==> src/include/decs_regs.svh <==
// register indices, field positions and reset values of the status bank
`ifndef DECS_REGS_SVH
`define DECS_REGS_SVH
`define DECS_IDX_CLEAR     8'h10
`define DECS_IDX_CORR_HI   8'h1C
`define DECS_IDX_CORR_LO   8'h1D
`define DECS_IDX_UNCORR    8'h1E
`define DECS_IDX_DEV_ID    8'h1F
`define DECS_IDX_REF_DIV   8'h23
`define DECS_IDX_FB_DIV_HI 8'h24
`define DECS_IDX_FB_DIV_LO 8'h25
`define DECS_IDX_LOCK      8'h26
`define DECS_IDX_IRQ_STS   8'h30
`define DECS_IDX_IRQ_MASK  8'h31
`define DECS_BIT_EV_CORR   0
`define DECS_BIT_EV_UNCORR 1
`define DECS_BIT_EV_LOCK   2
`define DECS_EV_W          3
`define DECS_RST_IRQ_MASK  3'h0
`define DECS_RST_COUNT     16'h0000
`define DECS_RST_UNCORR    8'h00
`endif

==> src/include/decs_pkg.sv <==
// types shared by the decoder error status bank
package decs_pkg;
    typedef struct packed {
        logic        psel;
        logic        penable;
        logic        pwrite;
        logic [11:0] paddr;
        logic [31:0] pwdata;
    } decs_apb_req_type;

    typedef struct packed {
        logic        pready;
        logic [31:0] prdata;
        logic        pslverr;
    } decs_apb_rsp_type;

    typedef struct packed {
        logic        corrected;
        logic        uncorrected;
    } decs_fec_event_type;
endpackage

==> src/decs_top.sv <==
// decoder error status bank: counters, identifier, test values, apb slave
`timescale 1ns/1ps
`include "decs_regs.svh"

module decs_top #(
    parameter logic [7:0] DEV_ID = 8'h5A,
    parameter int         ADDR_W = 12
) (
    input  wire logic                         clk,
    input  wire logic                         reset,
    input  wire decs_pkg::decs_apb_req_type   apb_req,
    output      decs_pkg::decs_apb_rsp_type   apb_rsp,
    input  wire decs_pkg::decs_fec_event_type fec_evt,
    input  wire logic [7:0]                   ref_div_test,
    input  wire logic [15:0]                  fb_div_test,
    input  wire logic                         pll_lock,
    output      logic                         irq
);
    import decs_pkg::*;

    // DEV_ID default is an arbitrary neutral value
    // the upper address check needs at least bit 10 present
    if (ADDR_W < 11 || ADDR_W > 12) begin : g_bad_addr_w
        $error("decs_top: ADDR_W must be 11 to 12");
    end

    logic [15:0]          corr_q;
    logic [15:0]          corr_d;
    logic [7:0]           unc_q;
    logic [7:0]           unc_d;
    logic                 lock_s1_q;
    logic                 lock_s2_q;
    logic                 lock_s3_q;
    logic                 lock_q;
    logic [`DECS_EV_W-1:0] sts_q;
    logic [`DECS_EV_W-1:0] sts_d;
    logic [`DECS_EV_W-1:0] mask_q;
    logic [`DECS_EV_W-1:0] ev_set;
    logic [31:0]          rdata_q;
    logic                 slverr_q;

    // bus decode
    wire [7:0] idx     = apb_req.paddr[9:2];
    wire       setup   = apb_req.psel & ~apb_req.penable;
    wire       access  = apb_req.psel & apb_req.penable;
    wire       wr_acc  = access & apb_req.pwrite;
    wire       hit_clr = idx == `DECS_IDX_CLEAR;
    wire       hit_chi = idx == `DECS_IDX_CORR_HI;
    wire       hit_clo = idx == `DECS_IDX_CORR_LO;
    wire       hit_unc = idx == `DECS_IDX_UNCORR;
    wire       hit_id  = idx == `DECS_IDX_DEV_ID;
    wire       hit_ref = idx == `DECS_IDX_REF_DIV;
    wire       hit_fhi = idx == `DECS_IDX_FB_DIV_HI;
    wire       hit_flo = idx == `DECS_IDX_FB_DIV_LO;
    wire       hit_lck = idx == `DECS_IDX_LOCK;
    wire       hit_sts = idx == `DECS_IDX_IRQ_STS;
    wire       hit_msk = idx == `DECS_IDX_IRQ_MASK;
    wire       hit_any = hit_clr | hit_chi | hit_clo | hit_unc | hit_id
                       | hit_ref | hit_fhi | hit_flo | hit_lck | hit_sts
                       | hit_msk;
    wire       addr_ok = hit_any
                       & (apb_req.paddr[ADDR_W-1:10] == '0)
                       & (apb_req.paddr[1:0] == 2'b00);
    wire       clr_wr  = wr_acc & addr_ok & hit_clr;
    wire       sts_wr  = wr_acc & addr_ok & hit_sts;
    wire       msk_wr  = wr_acc & addr_ok & hit_msk;

    // counter next values
    // clear before count
    always_comb begin
        corr_d = clr_wr ? `DECS_RST_COUNT : corr_q;
        unc_d  = clr_wr ? `DECS_RST_UNCORR : unc_q;
        if (fec_evt.corrected) begin
            corr_d = corr_d + 16'h0001;
        end
        if (fec_evt.uncorrected) begin
            unc_d = unc_d + 8'h01;
        end
    end

    always_ff @(posedge clk) begin
        if (reset) begin
            corr_q <= `DECS_RST_COUNT;
            unc_q  <= `DECS_RST_UNCORR;
        end else begin
            corr_q <= corr_d;
            unc_q  <= unc_d;
        end
    end

    // lock pin synchroniser; s1 feeds only s2
    // lock status
    always_ff @(posedge clk) begin
        if (reset) begin
            lock_s1_q <= 1'b0;
            lock_s2_q <= 1'b0;
            lock_s3_q <= 1'b0;
            lock_q    <= 1'b0;
        end else begin
            lock_s1_q <= pll_lock;
            lock_s2_q <= lock_s1_q;
            lock_s3_q <= lock_s2_q;
            if (lock_s2_q == lock_s3_q) begin
                lock_q <= lock_s3_q;
            end
        end
    end

    wire lock_chg = (lock_s2_q == lock_s3_q) & (lock_s3_q != lock_q);

    // sticky events, set wins over write-one clear
    assign ev_set[`DECS_BIT_EV_CORR]   = fec_evt.corrected;
    assign ev_set[`DECS_BIT_EV_UNCORR] = fec_evt.uncorrected;
    assign ev_set[`DECS_BIT_EV_LOCK]   = lock_chg;

    always_comb begin
        sts_d = sts_q;
        if (sts_wr) begin
            sts_d = sts_d & ~apb_req.pwdata[`DECS_EV_W-1:0];
        end
        sts_d = sts_d | ev_set;
    end

    always_ff @(posedge clk) begin
        if (reset) begin
            sts_q  <= '0;
            mask_q <= `DECS_RST_IRQ_MASK;
        end else begin
            sts_q <= sts_d;
            if (msk_wr) begin
                mask_q <= apb_req.pwdata[`DECS_EV_W-1:0];
            end
        end
    end

    assign irq = |(sts_q & mask_q);

    // read mux, captured in the setup cycle
    // byte order
    wire [7:0] rd_byte =
          hit_chi ? corr_q[15:8]
        : hit_clo ? corr_q[7:0]
        : hit_unc ? unc_q
        : hit_id  ? DEV_ID
        : hit_ref ? ref_div_test
        : hit_fhi ? fb_div_test[15:8]
        : hit_flo ? fb_div_test[7:0]
        : hit_lck ? {7'h00, lock_q}
        : hit_sts ? {5'h00, sts_q}
        : hit_msk ? {5'h00, mask_q}
        : 8'h00;

    always_ff @(posedge clk) begin
        if (reset) begin
            rdata_q  <= 32'h0000_0000;
            slverr_q <= 1'b0;
        end else if (setup) begin
            rdata_q  <= (addr_ok & ~apb_req.pwrite) ? {24'h000000, rd_byte}
                                                    : 32'h0000_0000;
            slverr_q <= ~addr_ok;
        end
    end

    assign apb_rsp.pready  = 1'b1;
    assign apb_rsp.prdata  = rdata_q;
    assign apb_rsp.pslverr = access & slverr_q;

    wire rd_setup = setup & ~apb_req.pwrite & addr_ok;
endmodule

==> config.mk <==
export PLATFORM = sky130hd
export DESIGN_NAME = decs_top
export DESIGN_NICKNAME = d
export VERILOG_FILES = /design/src/include/decs_pkg.sv /design/src/decs_top.sv
export VERILOG_INCLUDE_DIRS = /design/src /design/src/include
export SDC_FILE = /design/constraint.sdc
export NUM_CORES = 1
export LEC_CHECK = 0
export ABC_AREA = 1
export BUFFER_PORTS_ARGS = -buffer_cell sky130_fd_sc_hd__buf_2
export CORE_MARGIN = 2
export CORE_UTILIZATION = 50
export DETAILED_ROUTE_END_ITERATION = 10
export PLACE_DENSITY = 0.81
export REMOVE_ABC_BUFFERS = 1
export SYNTH_ARGS = -nofsm -noshare
export SYNTH_HDL_FRONTEND = slang
export SYNTH_SLANG_ARGS = --single-unit
==> constraint.sdc <==
create_clock -name clk -period 3 [get_ports clk]
set_input_delay 0.3 -clock clk [delete_from_list [all_inputs] [get_ports clk]]
set_output_delay 0.3 -clock clk [all_outputs]
set_load 0.1 [all_outputs]
==> metrics.md, run 1 <==
| Metric | Value |
|---|---|
| Max frequency | ~450 MHz |
| Final Hold Fails | 0 |
| Dpl cells | approximately 560 |
| Num rows | 27 |
| FF-to-FF path depth | 10 |
| VDD IR-drop max | 0.0002808 V |
| RSZ-0062 raised after global routing | no |
| # diodes | 0 |
| Slew @ Worst Pin | about 760 ps |
| CTS max path bufs | 2 |
| EDFF count, synth | 0 |
| Power per cell area | approximately 420 mW/mm² |
| Final global-route overflow total | 0 |
| Final TNS setup | 0 ps |
| Post_cts resized | 0 |
| Most frequent cells after synthesis | nand2_1, inv_1, nor2_1 |
| Number of buffers created by CTS | 5 |
| Hold path depth | 3 |
| Critical Path Start Type | primary input |
| FF/Latch Area | 860.8 µm² |
| Port-buffer cells | between 50 and 60 |
| Number of global-route vias before repair | about 2600 |
| Non-filler cells, final | roughly 570 |
| Top-count cell post-synth | nand2_1 |
| First-pass GRT wire length | around 11000 µm |
| Largest net degree at the start of global routing | 27 |
| Core box area | 0.005540 mm² |
| Tot Pwr | 1.373 mW |
| I/O Pins | 111 |
| Multi-input gate area | between 0.0015 and 0.002 mm² |
| Final period util | 0.7376 |
| Slowest stage delay, CP | 370 ps |
| Placement Cell Area | just over 0.003 mm² |
| Min-delay worst type | in -> reg |
| Clock insertion delay at the later pin of the skew report | about 300 ps |
| Clock Sinks | 43 |
| Routed wire per std cell | approximately 12 µm |
| Primary FF master, synth | dfxtp_1 |
| Vias | approximately 2900 |
| Die height | between 80 and 90 µm |
| Vias per inst | just over 5 |
| Reg2Reg Setup Slack | approximately 1400 ps |
| Post-Route WL | between 6000 and 7000 µm |
| GPL Wtd Cong | approximately 0.9 |
| CTS tree | built |
| Final setup fails | 0 |
| Worst r2r src | corr_q[0]$_SDFF_PP0_ |
| Critical Path End Type | flop |
| Async SR Flop Fraction | 0 |
| Share of layout cells above drive strength 1 | 0.2146 |
| FF+latch count, synth | 43 |
| Synth Cell Area | approximately 0.0029 mm² |
| Hold Path End | lock_s1_q$_SDFF_PP0_ |
| Post-synth top area share | 0.2973 |
| CP Max Fanout | 26 |
| Initial core utilization | 0.5226 |
| Sequential element share of the synthesized area | 0.2973 |
| Yosys Warn Count | 0 |
| Crit path cell chain | buf_2 > inv_2 > nand2_1 > nor2_2 > nand2_2 > nand2_2 > nor2_4 > nand2_4 > nand4_4 > buf_4 > nand3_1 > nor3_4 > nand3_1 > nand2_1 > nor2_1 |
| Die Area | approximately 0.0064 mm² |
| Mapped Avg Cell Area | around 6.6 µm² |
| Area Growth Syn to Fin | 12.19% |
| Synth cell types | 38 |
| Max-Slew Margin vs Limit | 0.4905 |
| Leading area contributor after synthesis | dfxtp_1 |
| Slew Viols, Final | 0 |
| Max-Cap Viols | 0 |
| Hold_sp | pll_lock |
| Clock Tree Root | clkbuf_8 |
| Setup repair bufs after CTS | 0 |
| Worst path slowest cell | buf_4 |
| Final-layout fill cell count | ~540 |
| CTS Hold Buffers Added | 0 |
| Critical path buffers and inverters | 3 |
| FF-to-FF End | corr_q[14]$_SDFF_PP0_ |
| Final-stage net count | ~570 |
| H-tree depth | 2 |
| Cell count after synthesis | 439 |
| Total track usage | 0.2212 |
| Status | finished, final reports clean |
| Clock-pin slew on the worst setup and hold paths | roughly 90 ps |
| Leakage Power | between 1.5 and 2 nW |
| DP HPWL | about 5300 µm |
| Die Width | 80.10 µm |
| ANT nets after route | 0 |
| CP delay by family, top | simple AND/OR/NAND/NOR gates |
| WHS | around 220 ps |
| Clk_skew | 5.533 ps |
| Fin area | 0.003248 mm² |
| Initial antenna violation count | 0 |
| CP Data Arrival Time | approximately 2400 ps |
| Top post-synthesis cells by area | dfxtp_1, nand2_1, a21oi_1 |
| Required time of the worst setup path | around 3200 ps |
| Initial DRC count | about 200 |
| DRC viols | 0 |
| Crit Path Class | in -> reg |
| Fin crit period | about 2200 ps |
| Drt first pass iters | 5 |
worst max path at each step:
stage	from	endpoint	slack (ps)	depth (start not counted)
global placement	apb_req[40]	corr_q[15]$_SDFF_PP0_	560	15
global route	apb_req[40]	corr_q[13]$_SDFF_PP0_	590	15
finish	apb_req[40]	corr_q[13]$_SDFF_PP0_	790	15
floorplan	apb_req[43]	corr_q[12]$_SDFF_PP0_	530	13
CTS	apb_req[40]	corr_q[13]$_SDFF_PP0_	810	15
detailed placement	apb_req[40]	corr_q[13]$_SDFF_PP0_	500	15
cells in the final DEF, fill, tap and decap left out, types with 2 or more instances in the layout:
master / instances
dfxtp_1: 43
nor2_4: 4
nand2_2: 11
a21oi_1: 42
nor2_1: 50
nor2_2: 7
bufinv_16: 2
conb_1: 25
o221ai_1: 2
ha_1: 2
nand3_1: 16
inv_1: 52
buf_4: 2
a211oi_1: 2
nor3_1: 2
nor4_1: 2
nand2_1: 100
nand4_1: 9
nand4_4: 2
o22ai_1: 2
clkbuf_8: 5
buf_2: 56
nand2_4: 4
nand3b_1: 2
o21ai_0: 23
o21ai_1: 5
o211ai_1: 5
inv_2: 5
nand3_2: 3
cells by family (layout without fill, tap and decap cells):
group	after synthesis	in the layout	synth area share
other	2	25	0.002594
buffers and inverters	91	123	0.1621
flip-flops	43	43	0.2973
AO/OA/AOI/OAI	85	85	0.1603
AND/OR/NAND/NOR	216	216	0.3691
adder cells (fa/ha/maj)	2	2	0.008642
through the flow:
| stage | worst slack, ps | util |
|---|---|---|
| CTS | 814.1 | 0.5863 |
| global route | 593.0 | 0.5863 |
| finish | 787.1 | 0.5863 |
| global placement | 555.7 | 0.5617 |
| floorplan | 528.7 | - |
| detailed placement | 496.7 | 0.5617 |
tightest hold or removal path: stages:
cell    delay (ps)
buf_2          110
inv_1           50
nor2_1          30
area by class of cell:
type                       instances  area share
tap                               72     0.02773
clock inverter                     3     0.02080
inverter                          57     0.06587
multi-input combinational        328      0.5085
timing repair buffer              58     0.09091
clock buffer                       5     0.02119
sequential                        43      0.2650
report_power, final:
group / total (mW) / internal, mW / switching (mW)
registers: 0.587 / 0.580 / 0.00685
clock network: 0.543 / 0.332 / 0.211
logic: 0.243 / 0.0418 / 0.202
total: 1.37 / 0.954 / 0.419
metal layers:
metal	routed length, µm	part of all wire	vias up	global-route usage
met4	172	0.025	0	0.09153
met1	3081	0.45	1305	0.2829
met5	0	0	-	0
li1	-	-	1473	-
met3	430	0.063	14	0.03034
met2	3161	0.46	91	0.3733
flip-flops by register name (all words and copies together) (netlist names):
register / count
mask_q: 3
sts_q: 3
rdata_q: 8
lock_s3_q: 1
lock_s1_q: 1
lock_q: 1
slverr_q: 1
unc_q: 8
corr_q: 16
lock_s2_q: 1
Power figures use the tool's default switching activity.
==> inputs of run 2 (changes only) <==
--- a/config.mk
+++ b/config.mk
@@ -9,9 +9,9 @@
 export ABC_AREA = 1
 export BUFFER_PORTS_ARGS = -buffer_cell sky130_fd_sc_hd__buf_2
 export CORE_MARGIN = 2
-export CORE_UTILIZATION = 50
+export CORE_UTILIZATION = 45
 export DETAILED_ROUTE_END_ITERATION = 10
-export PLACE_DENSITY = 0.81
+export PLACE_DENSITY = 0.77
 export REMOVE_ABC_BUFFERS = 1
 export SYNTH_ARGS = -nofsm -noshare
 export SYNTH_HDL_FRONTEND = slang
==> constraint.sdc (replaced) <==
create_clock -name clk -period 1.85 [get_ports clk]
set_input_delay 0.185 -clock clk [delete_from_list [all_inputs] [get_ports clk]]
set_output_delay 0.185 -clock clk [all_outputs]
set_load 0.1 [all_outputs]
==> run 2 against run 1 <==
Clock skew up 3.8 ps. Critical endpoint is now unc_q[6]$_SDFF_PP0_. Sequential cell count stayed put. Worst hold slack got worse by 120 ps. Critical path depth increased by 5. Critical path type unchanged. Largest cell class unchanged. Register-to-register slack got worse by 1100 ps. Via count is 11% higher.
==> metrics.md, run 2 (synthesized netlist as in run 1, its figures left out) <==
| Metric | Value |
|---|---|
| Most frequent cells in the layout | nand2_1, buf_4, buf_2 |
| Final-layout fill cell count | roughly 560 |
| RSZ-0062 raised after global routing | yes |
| Largest net degree at the start of global routing | 25 |
| Initial DRC count | approximately 170 |
| Most common cell after layout, fill and taps aside | nand2_1 |
| Share of layout cells above drive strength 1 | 0.3394 |
| Initial antenna violation count | 0 |
| Min-delay worst type | in -> reg |
| Final global-route overflow total | 0 |
| Number of buffers created by CTS | 5 |
| Slew @ Worst Pin | roughly 770 ps |
| DRC viols | 0 |
| CTS tree | built |
| Initial core utilization | 0.4612 |
| Multi-input gate area | between 0.0015 and 0.002 mm² |
| CP Data Arrival Time | ~2100 ps |
| Final setup fails | 0 |
| Max frequency | ~540 MHz |
| # diodes | 0 |
| Core box area | ~0.0063 mm² |
| Crit Path Class | in -> reg |
| Max-Cap Viols | 0 |
| Critical Path Start Type | primary input |
| CTS max path bufs | 2 |
| Drt first pass iters | 4 |
| Num rows | 29 |
| Critical Path End Type | flop |
| Max-Slew Margin vs Limit | 0.4849 |
| Die Area | between 0.007 and 0.008 mm² |
| I/O Pins | 111 |
| Largest register FFs | 16 |
| Largest regs | corr_q: 16 flops, rdata_q: 8 flops, unc_q: 8 flops |
| Area Growth Syn to Fin | 33.36% |
| FF/Latch Area | 860.8 µm² |
| Slew Viols, Final | 0 |
| Post-Route WL | about 8400 µm |
| GPL Wtd Cong | 0.8873 |
| Status | finished, final reports clean |
| Hold path depth | 3 |
| Clock-pin slew on the worst setup and hold paths | 90 ps |
| Fin crit period | 1842 ps |
| Vias | 3198 |
| Total track usage | 0.2148 |
| VDD IR-drop max | roughly 0.00040 V |
| Biggest register | corr_q |
| First-pass GRT wire length | approximately 13000 µm |
| Clock Tree Root | clkbuf_8 |
| Final-stage net count | roughly 630 |
| Clock insertion delay at the later pin of the skew report | about 300 ps |
| Required time of the worst setup path | between 2000 and 2500 ps |
| Final TNS setup | 0 ps |
| Vias per inst | a little over 5 |
| Final period util | 0.9954 |
| Leakage Power | approximately 1.8 nW |
| DP HPWL | roughly 6000 µm |
| Routed wire per std cell | roughly 13 µm |
| Die height | 84.21 µm |
| Clk_skew | about 9.4 ps |
| Clock Sinks | 43 |
| Port-buffer cells | 56 |
| FF-to-FF path depth | 10 |
| Final Hold Fails | 0 |
| Power per cell area | ~600 mW/mm² |
| ANT nets after route | 0 |
| H-tree depth | 2 |
| CP Max Fanout | 8 |
| Die Width | 84.21 µm |
| Tot Pwr | approximately 2.3 mW |
| Number of global-route vias before repair | 2870 |
-- run 2: cell types whose count changed in the layout (fill, tap and decap cells not counted), moves of 6 or more --
cell / previous run / this run
nand2_2: 11 / 18
nand2_1: 100 / 87
buf_4: 2 / 55
nor2_1: 50 / 44
nand2_4: 4 / 10
buf_6: 0 / 6
buf_2: 56 / 48
-- run 2: final timing paths --
kind	to	from	slack, ps
max	unc_q[6]$_SDFF_PP0_	apb_req[39]	8
min	lock_s1_q$_SDFF_PP0_	pll_lock	100
max reg2reg	corr_q[12]$_SDFF_PP0_	corr_q[0]$_SDFF_PP0_	270
min reg2reg	lock_s2_q$_SDFF_PP0_	lock_s1_q$_SDFF_PP0_	420
-- run 2: worst max-delay path: stages --
cell     delay [ps]
buf_4           140
inv_1            50
nand2_1          80
nor2_2          200
nand2_2          90
nand2_2          80
nor2_4           40
nand2_4          70
nand4_4         180
nand2_2         170
inv_1            70
ha_1            190
nand2_2          90
inv_1            40
nand4_1          80
nor2_1           70
nand2_1          80
nand2_1          50
nand2_1          50
nor2_1           50
-- run 2: power breakdown --
group,leakage [nW],internal (mW),switching (mW),total [mW]
clock network,0.0654,0.540,0.333,0.873
logic,1.43,0.112,0.358,0.470
registers,0.349,0.941,0.0134,0.954
total,1.85,1.59,0.704,2.30
-- run 2: layer usage --
metal,GRT usage,share of wire,up-vias
li1,-,-,1585
met1,0.2639,0.42,1499
met2,0.3853,0.50,98
met3,0.03048,0.055,16
met4,0.07038,0.024,0
met5,0,0,-
-- run 2: repair_timing --
item / in CTS / in global routing
buffers inserted: 0 / 15
resized for setup: 0 / 57
hold buffers: 0 / 0
endpoints found under the setup margin: 0 / 15
-- run 2: cell type report --
type	count	area share
inverter	57	0.05736
tap	77	0.02495
timing repair buffer	112	0.2009
clock buffer	6	0.01879
clock inverter	2	0.01555
multi-input combinational	328	0.4595
sequential	43	0.2229
-- run 2: per-stage QoR --
step	util	setup slack [ps]	hold slack [ps]	instance area, µm²	std cells
2_1_floorplan	-	-506.3	254.1	2726	428
4_1_cts	0.5633	3.171	100.8	3536	609
5_1_grt	0.6151	-120.3	120.2	3861	625
6_report	0.6151	8.433	97.97	3861	625
3_3_place_gp	0.5422	-230.8	398.8	3403	601
3_5_place_dp	0.5422	-286.7	406.5	3403	601
==> inputs of run 3 (changes only) <==
--- a/config.mk
+++ b/config.mk
@@ -8,8 +8,9 @@
 export LEC_CHECK = 0
 export ABC_AREA = 1
 export BUFFER_PORTS_ARGS = -buffer_cell sky130_fd_sc_hd__buf_2
-export CORE_MARGIN = 2
+export CORE_ASPECT_RATIO = 1.2
 export CORE_UTILIZATION = 45
+export CTS_BUF_LIST = sky130_fd_sc_hd__clkbuf_4 sky130_fd_sc_hd__clkbuf_8 sky130_fd_sc_hd__clkbuf_16
 export DETAILED_ROUTE_END_ITERATION = 10
 export PLACE_DENSITY = 0.77
 export REMOVE_ABC_BUFFERS = 1
==> run 3 against run 2 <==
Worst hold slack worse by 22 ps. Register-to-register slack improved by 30 ps. Setup slack better by 46 ps. Count of clock-buffer cells in the layout unchanged. Global-route usage increased by 1.9 points. First-iteration DRC count is 1.7% lower. Combinational power shrank 4.9%. Via count fell by 2.2%. Core utilization down 0.53 points. Largest cell class unchanged.
==> metrics.md, run 3 (synthesized netlist as in run 1, its figures left out) <==
| Metric | Value |
|---|---|
| Hold path depth | 3 |
| Clock-pin slew on the worst setup and hold paths | ~80 ps |
| Fin crit period | about 1800 ps |
| Die height | between 80 and 90 µm |
| Slew Viols, Final | 0 |
| NetSw | ~710 µW |
| Clock Tree Root | clkbuf_8 |
| Max-Cap Viols | 0 |
| Gr busiest metal | met2 |
| Largest register FFs | 16 |
| First-pass GRT wire length | 12250 µm |
| Total track usage | 0.2334 |
| Switching Fraction | 0.3243 |
| Final global-route overflow total | 0 |
| Initial DRC count | 170 |
| Placement Cell Area | roughly 0.0034 mm² |
| CP delay by family, top | simple AND/OR/NAND/NOR gates |
| Clock share of power | 0.357 |
| Status | finished, final reports clean |
| Final period util | 0.9708 |
| Max frequency | roughly 560 MHz |
| DRC viols | 0 |
| Critical Path End Type | flop |
| Most frequent cells in the layout | nand2_1, buf_2, buf_4 |
| Final setup fails | 0 |
| Final core occ | 0.6098 |
| Crit Path Class | in -> reg |
| Leakage Power | 1.772 nW |
| Die Area | ~0.0068 mm² |
| Critical Path Start Type | primary input |
| Internal power | 1.474 mW |
| RSZ-0062 raised after global routing | yes |
| Port-buffer cells | 56 |
| Number of buffers created by CTS | 5 |
| M3 GR Usage | 0.03475 |
| Initial antenna violation count | 0 |
| CTS max path bufs | 2 |
| GPL Wtd Cong | ~0.87 |
| Max-Slew Margin vs Limit | 0.4788 |
| Dpl cells | between 600 and 700 |
| Comb pwr share | 0.205 |
| Initial core utilization | 0.4724 |
| Worst path slowest cell | nor2_4 |
| Non-filler cells, final | 621 |
| Vias | between 3000 and 4000 |
| Slew @ Worst Pin | 780.9 ps |
| Slowest stage delay, CP | about 190 ps |
| Clock Sinks | 43 |
| Cell depth of the worst setup path | 19 |
| Crit path cell chain | buf_2 > inv_2 > nand2_4 > nor2_4 > nand2_2 > nand2_2 > nor2_4 > nand2_4 > nand4_4 > nand2_2 > inv_2 > ha_4 > nand3_2 > inv_2 > nand3_4 > nor2_4 > buf_4 > a21oi_2 > nor2_1 |
| VDD IR-drop max | about 0.00033 V |
| Number of global-route vias before repair | about 2800 |
| Clk_skew | ~7.6 ps |
| FF-to-FF path depth | 9 |
| CP Data Arrival Time | around 2000 ps |
| Sequential share of power | 0.438 |
| Most common cell after layout, fill and taps aside | nand2_1 |
| Drt first pass iters | 4 |
| CTS tree | built |
| Place WS | -309.8 ps |
| Vias per inst | between 5 and 6 |
| Power per cell area | roughly 580 mW/mm² |
| Final Hold Fails | 0 |
| H-tree depth | 2 |
| Final TNS setup | 0 ps |
| Critical path buffers and inverters | 5 |
| ANT nets after route | 0 |
| Clock insertion delay at the later pin of the skew report | slightly above 300 ps |
| Num rows | 31 |
| Largest net degree at the start of global routing | 25 |
| Final-stage net count | slightly above 600 |
| Die Width | 75.23 µm |
| M1 GR Usage | 0.2911 |
| Share of layout cells above drive strength 1 | 0.3377 |
| Biggest register | corr_q |
| # diodes | 0 |
| Grt met2 use | 0.3926 |
| Tot Pwr | 2.182 mW |
| CTS Hold Buffers Added | 0 |
| Core box area | around 0.0061 mm² |
| CP Max Fanout | 7 |
| Fin area | between 0.003 and 0.004 mm² |
| Required time of the worst setup path | 2060 ps |
| DP HPWL | approximately 5700 µm |
| WHS | approximately 76 ps |
| Largest regs | corr_q: 16 flops, rdata_q: 8 flops, unc_q: 8 flops |
| I/O Pins | about 110 |
| Setup WS post-layout | roughly 54 ps |
| Min-delay worst type | in -> reg |
| Area Growth Syn to Fin | 29.08% |
| Routed wire per std cell | roughly 13 µm |
| Post-Route WL | 7911 µm |
## run 3: what timing repair did
item | 4_1_cts | 5_1_grt
cloned | 0 | 0
setup buffers | 0 | 10
pin swaps | 0 | 22
endpoints found under the setup margin | 2 | 12
gates resized for setup | 1 | 46
## run 3: power by group through the flow
stage                     combinational [mW]  sequential, mW  clock [mW]
after CTS                              0.412           0.952       0.785
after floorplan                        0.307           0.971           0
after global routing                   0.477           0.957       0.828
after detailed placement               0.409           0.974           0
after global placement                 0.405           0.974           0
final                                  0.447           0.955       0.780
## run 3: path summary, 6_finish.rpt
check                       startpoint                   end  slack [ps]
hold / removal                pll_lock  lock_s1_q$_SDFF_PP0_          80
hold reg to reg   lock_s1_q$_SDFF_PP0_  lock_s2_q$_SDFF_PP0_         410
setup / recovery           apb_req[41]  corr_q[6]$_SDFF_PP0_          50
setup reg to reg   unc_q[0]$_SDFF_PP0_   unc_q[4]$_SDFF_PP0_         300
## run 3: layout make-up
cell class	count	area [µm²]
fill	570	2391
clock buffer	6	82.58
tap	82	102.6
clock inverter	2	35.03
inverter	57	214.0
timing repair buffer	103	656.9
sequential	43	860.8
multi-input combinational	328	1785
## run 3: layer usage
layer  vias up  part of all wire
li1       1563                 -
met1      1405              0.41
met2       128              0.50
met3        31             0.057
met4         0             0.033
met5         -                 0
## run 3: worst reg2reg max path: cells and delay by family (launching register included)
family,cells,cell delay [ps]
and+or+nand+nor,3,260
buffers and inverters,4,390
DFF,1,450
adders and majority gates,1,160
AOI/OAI and AO/OA,1,210
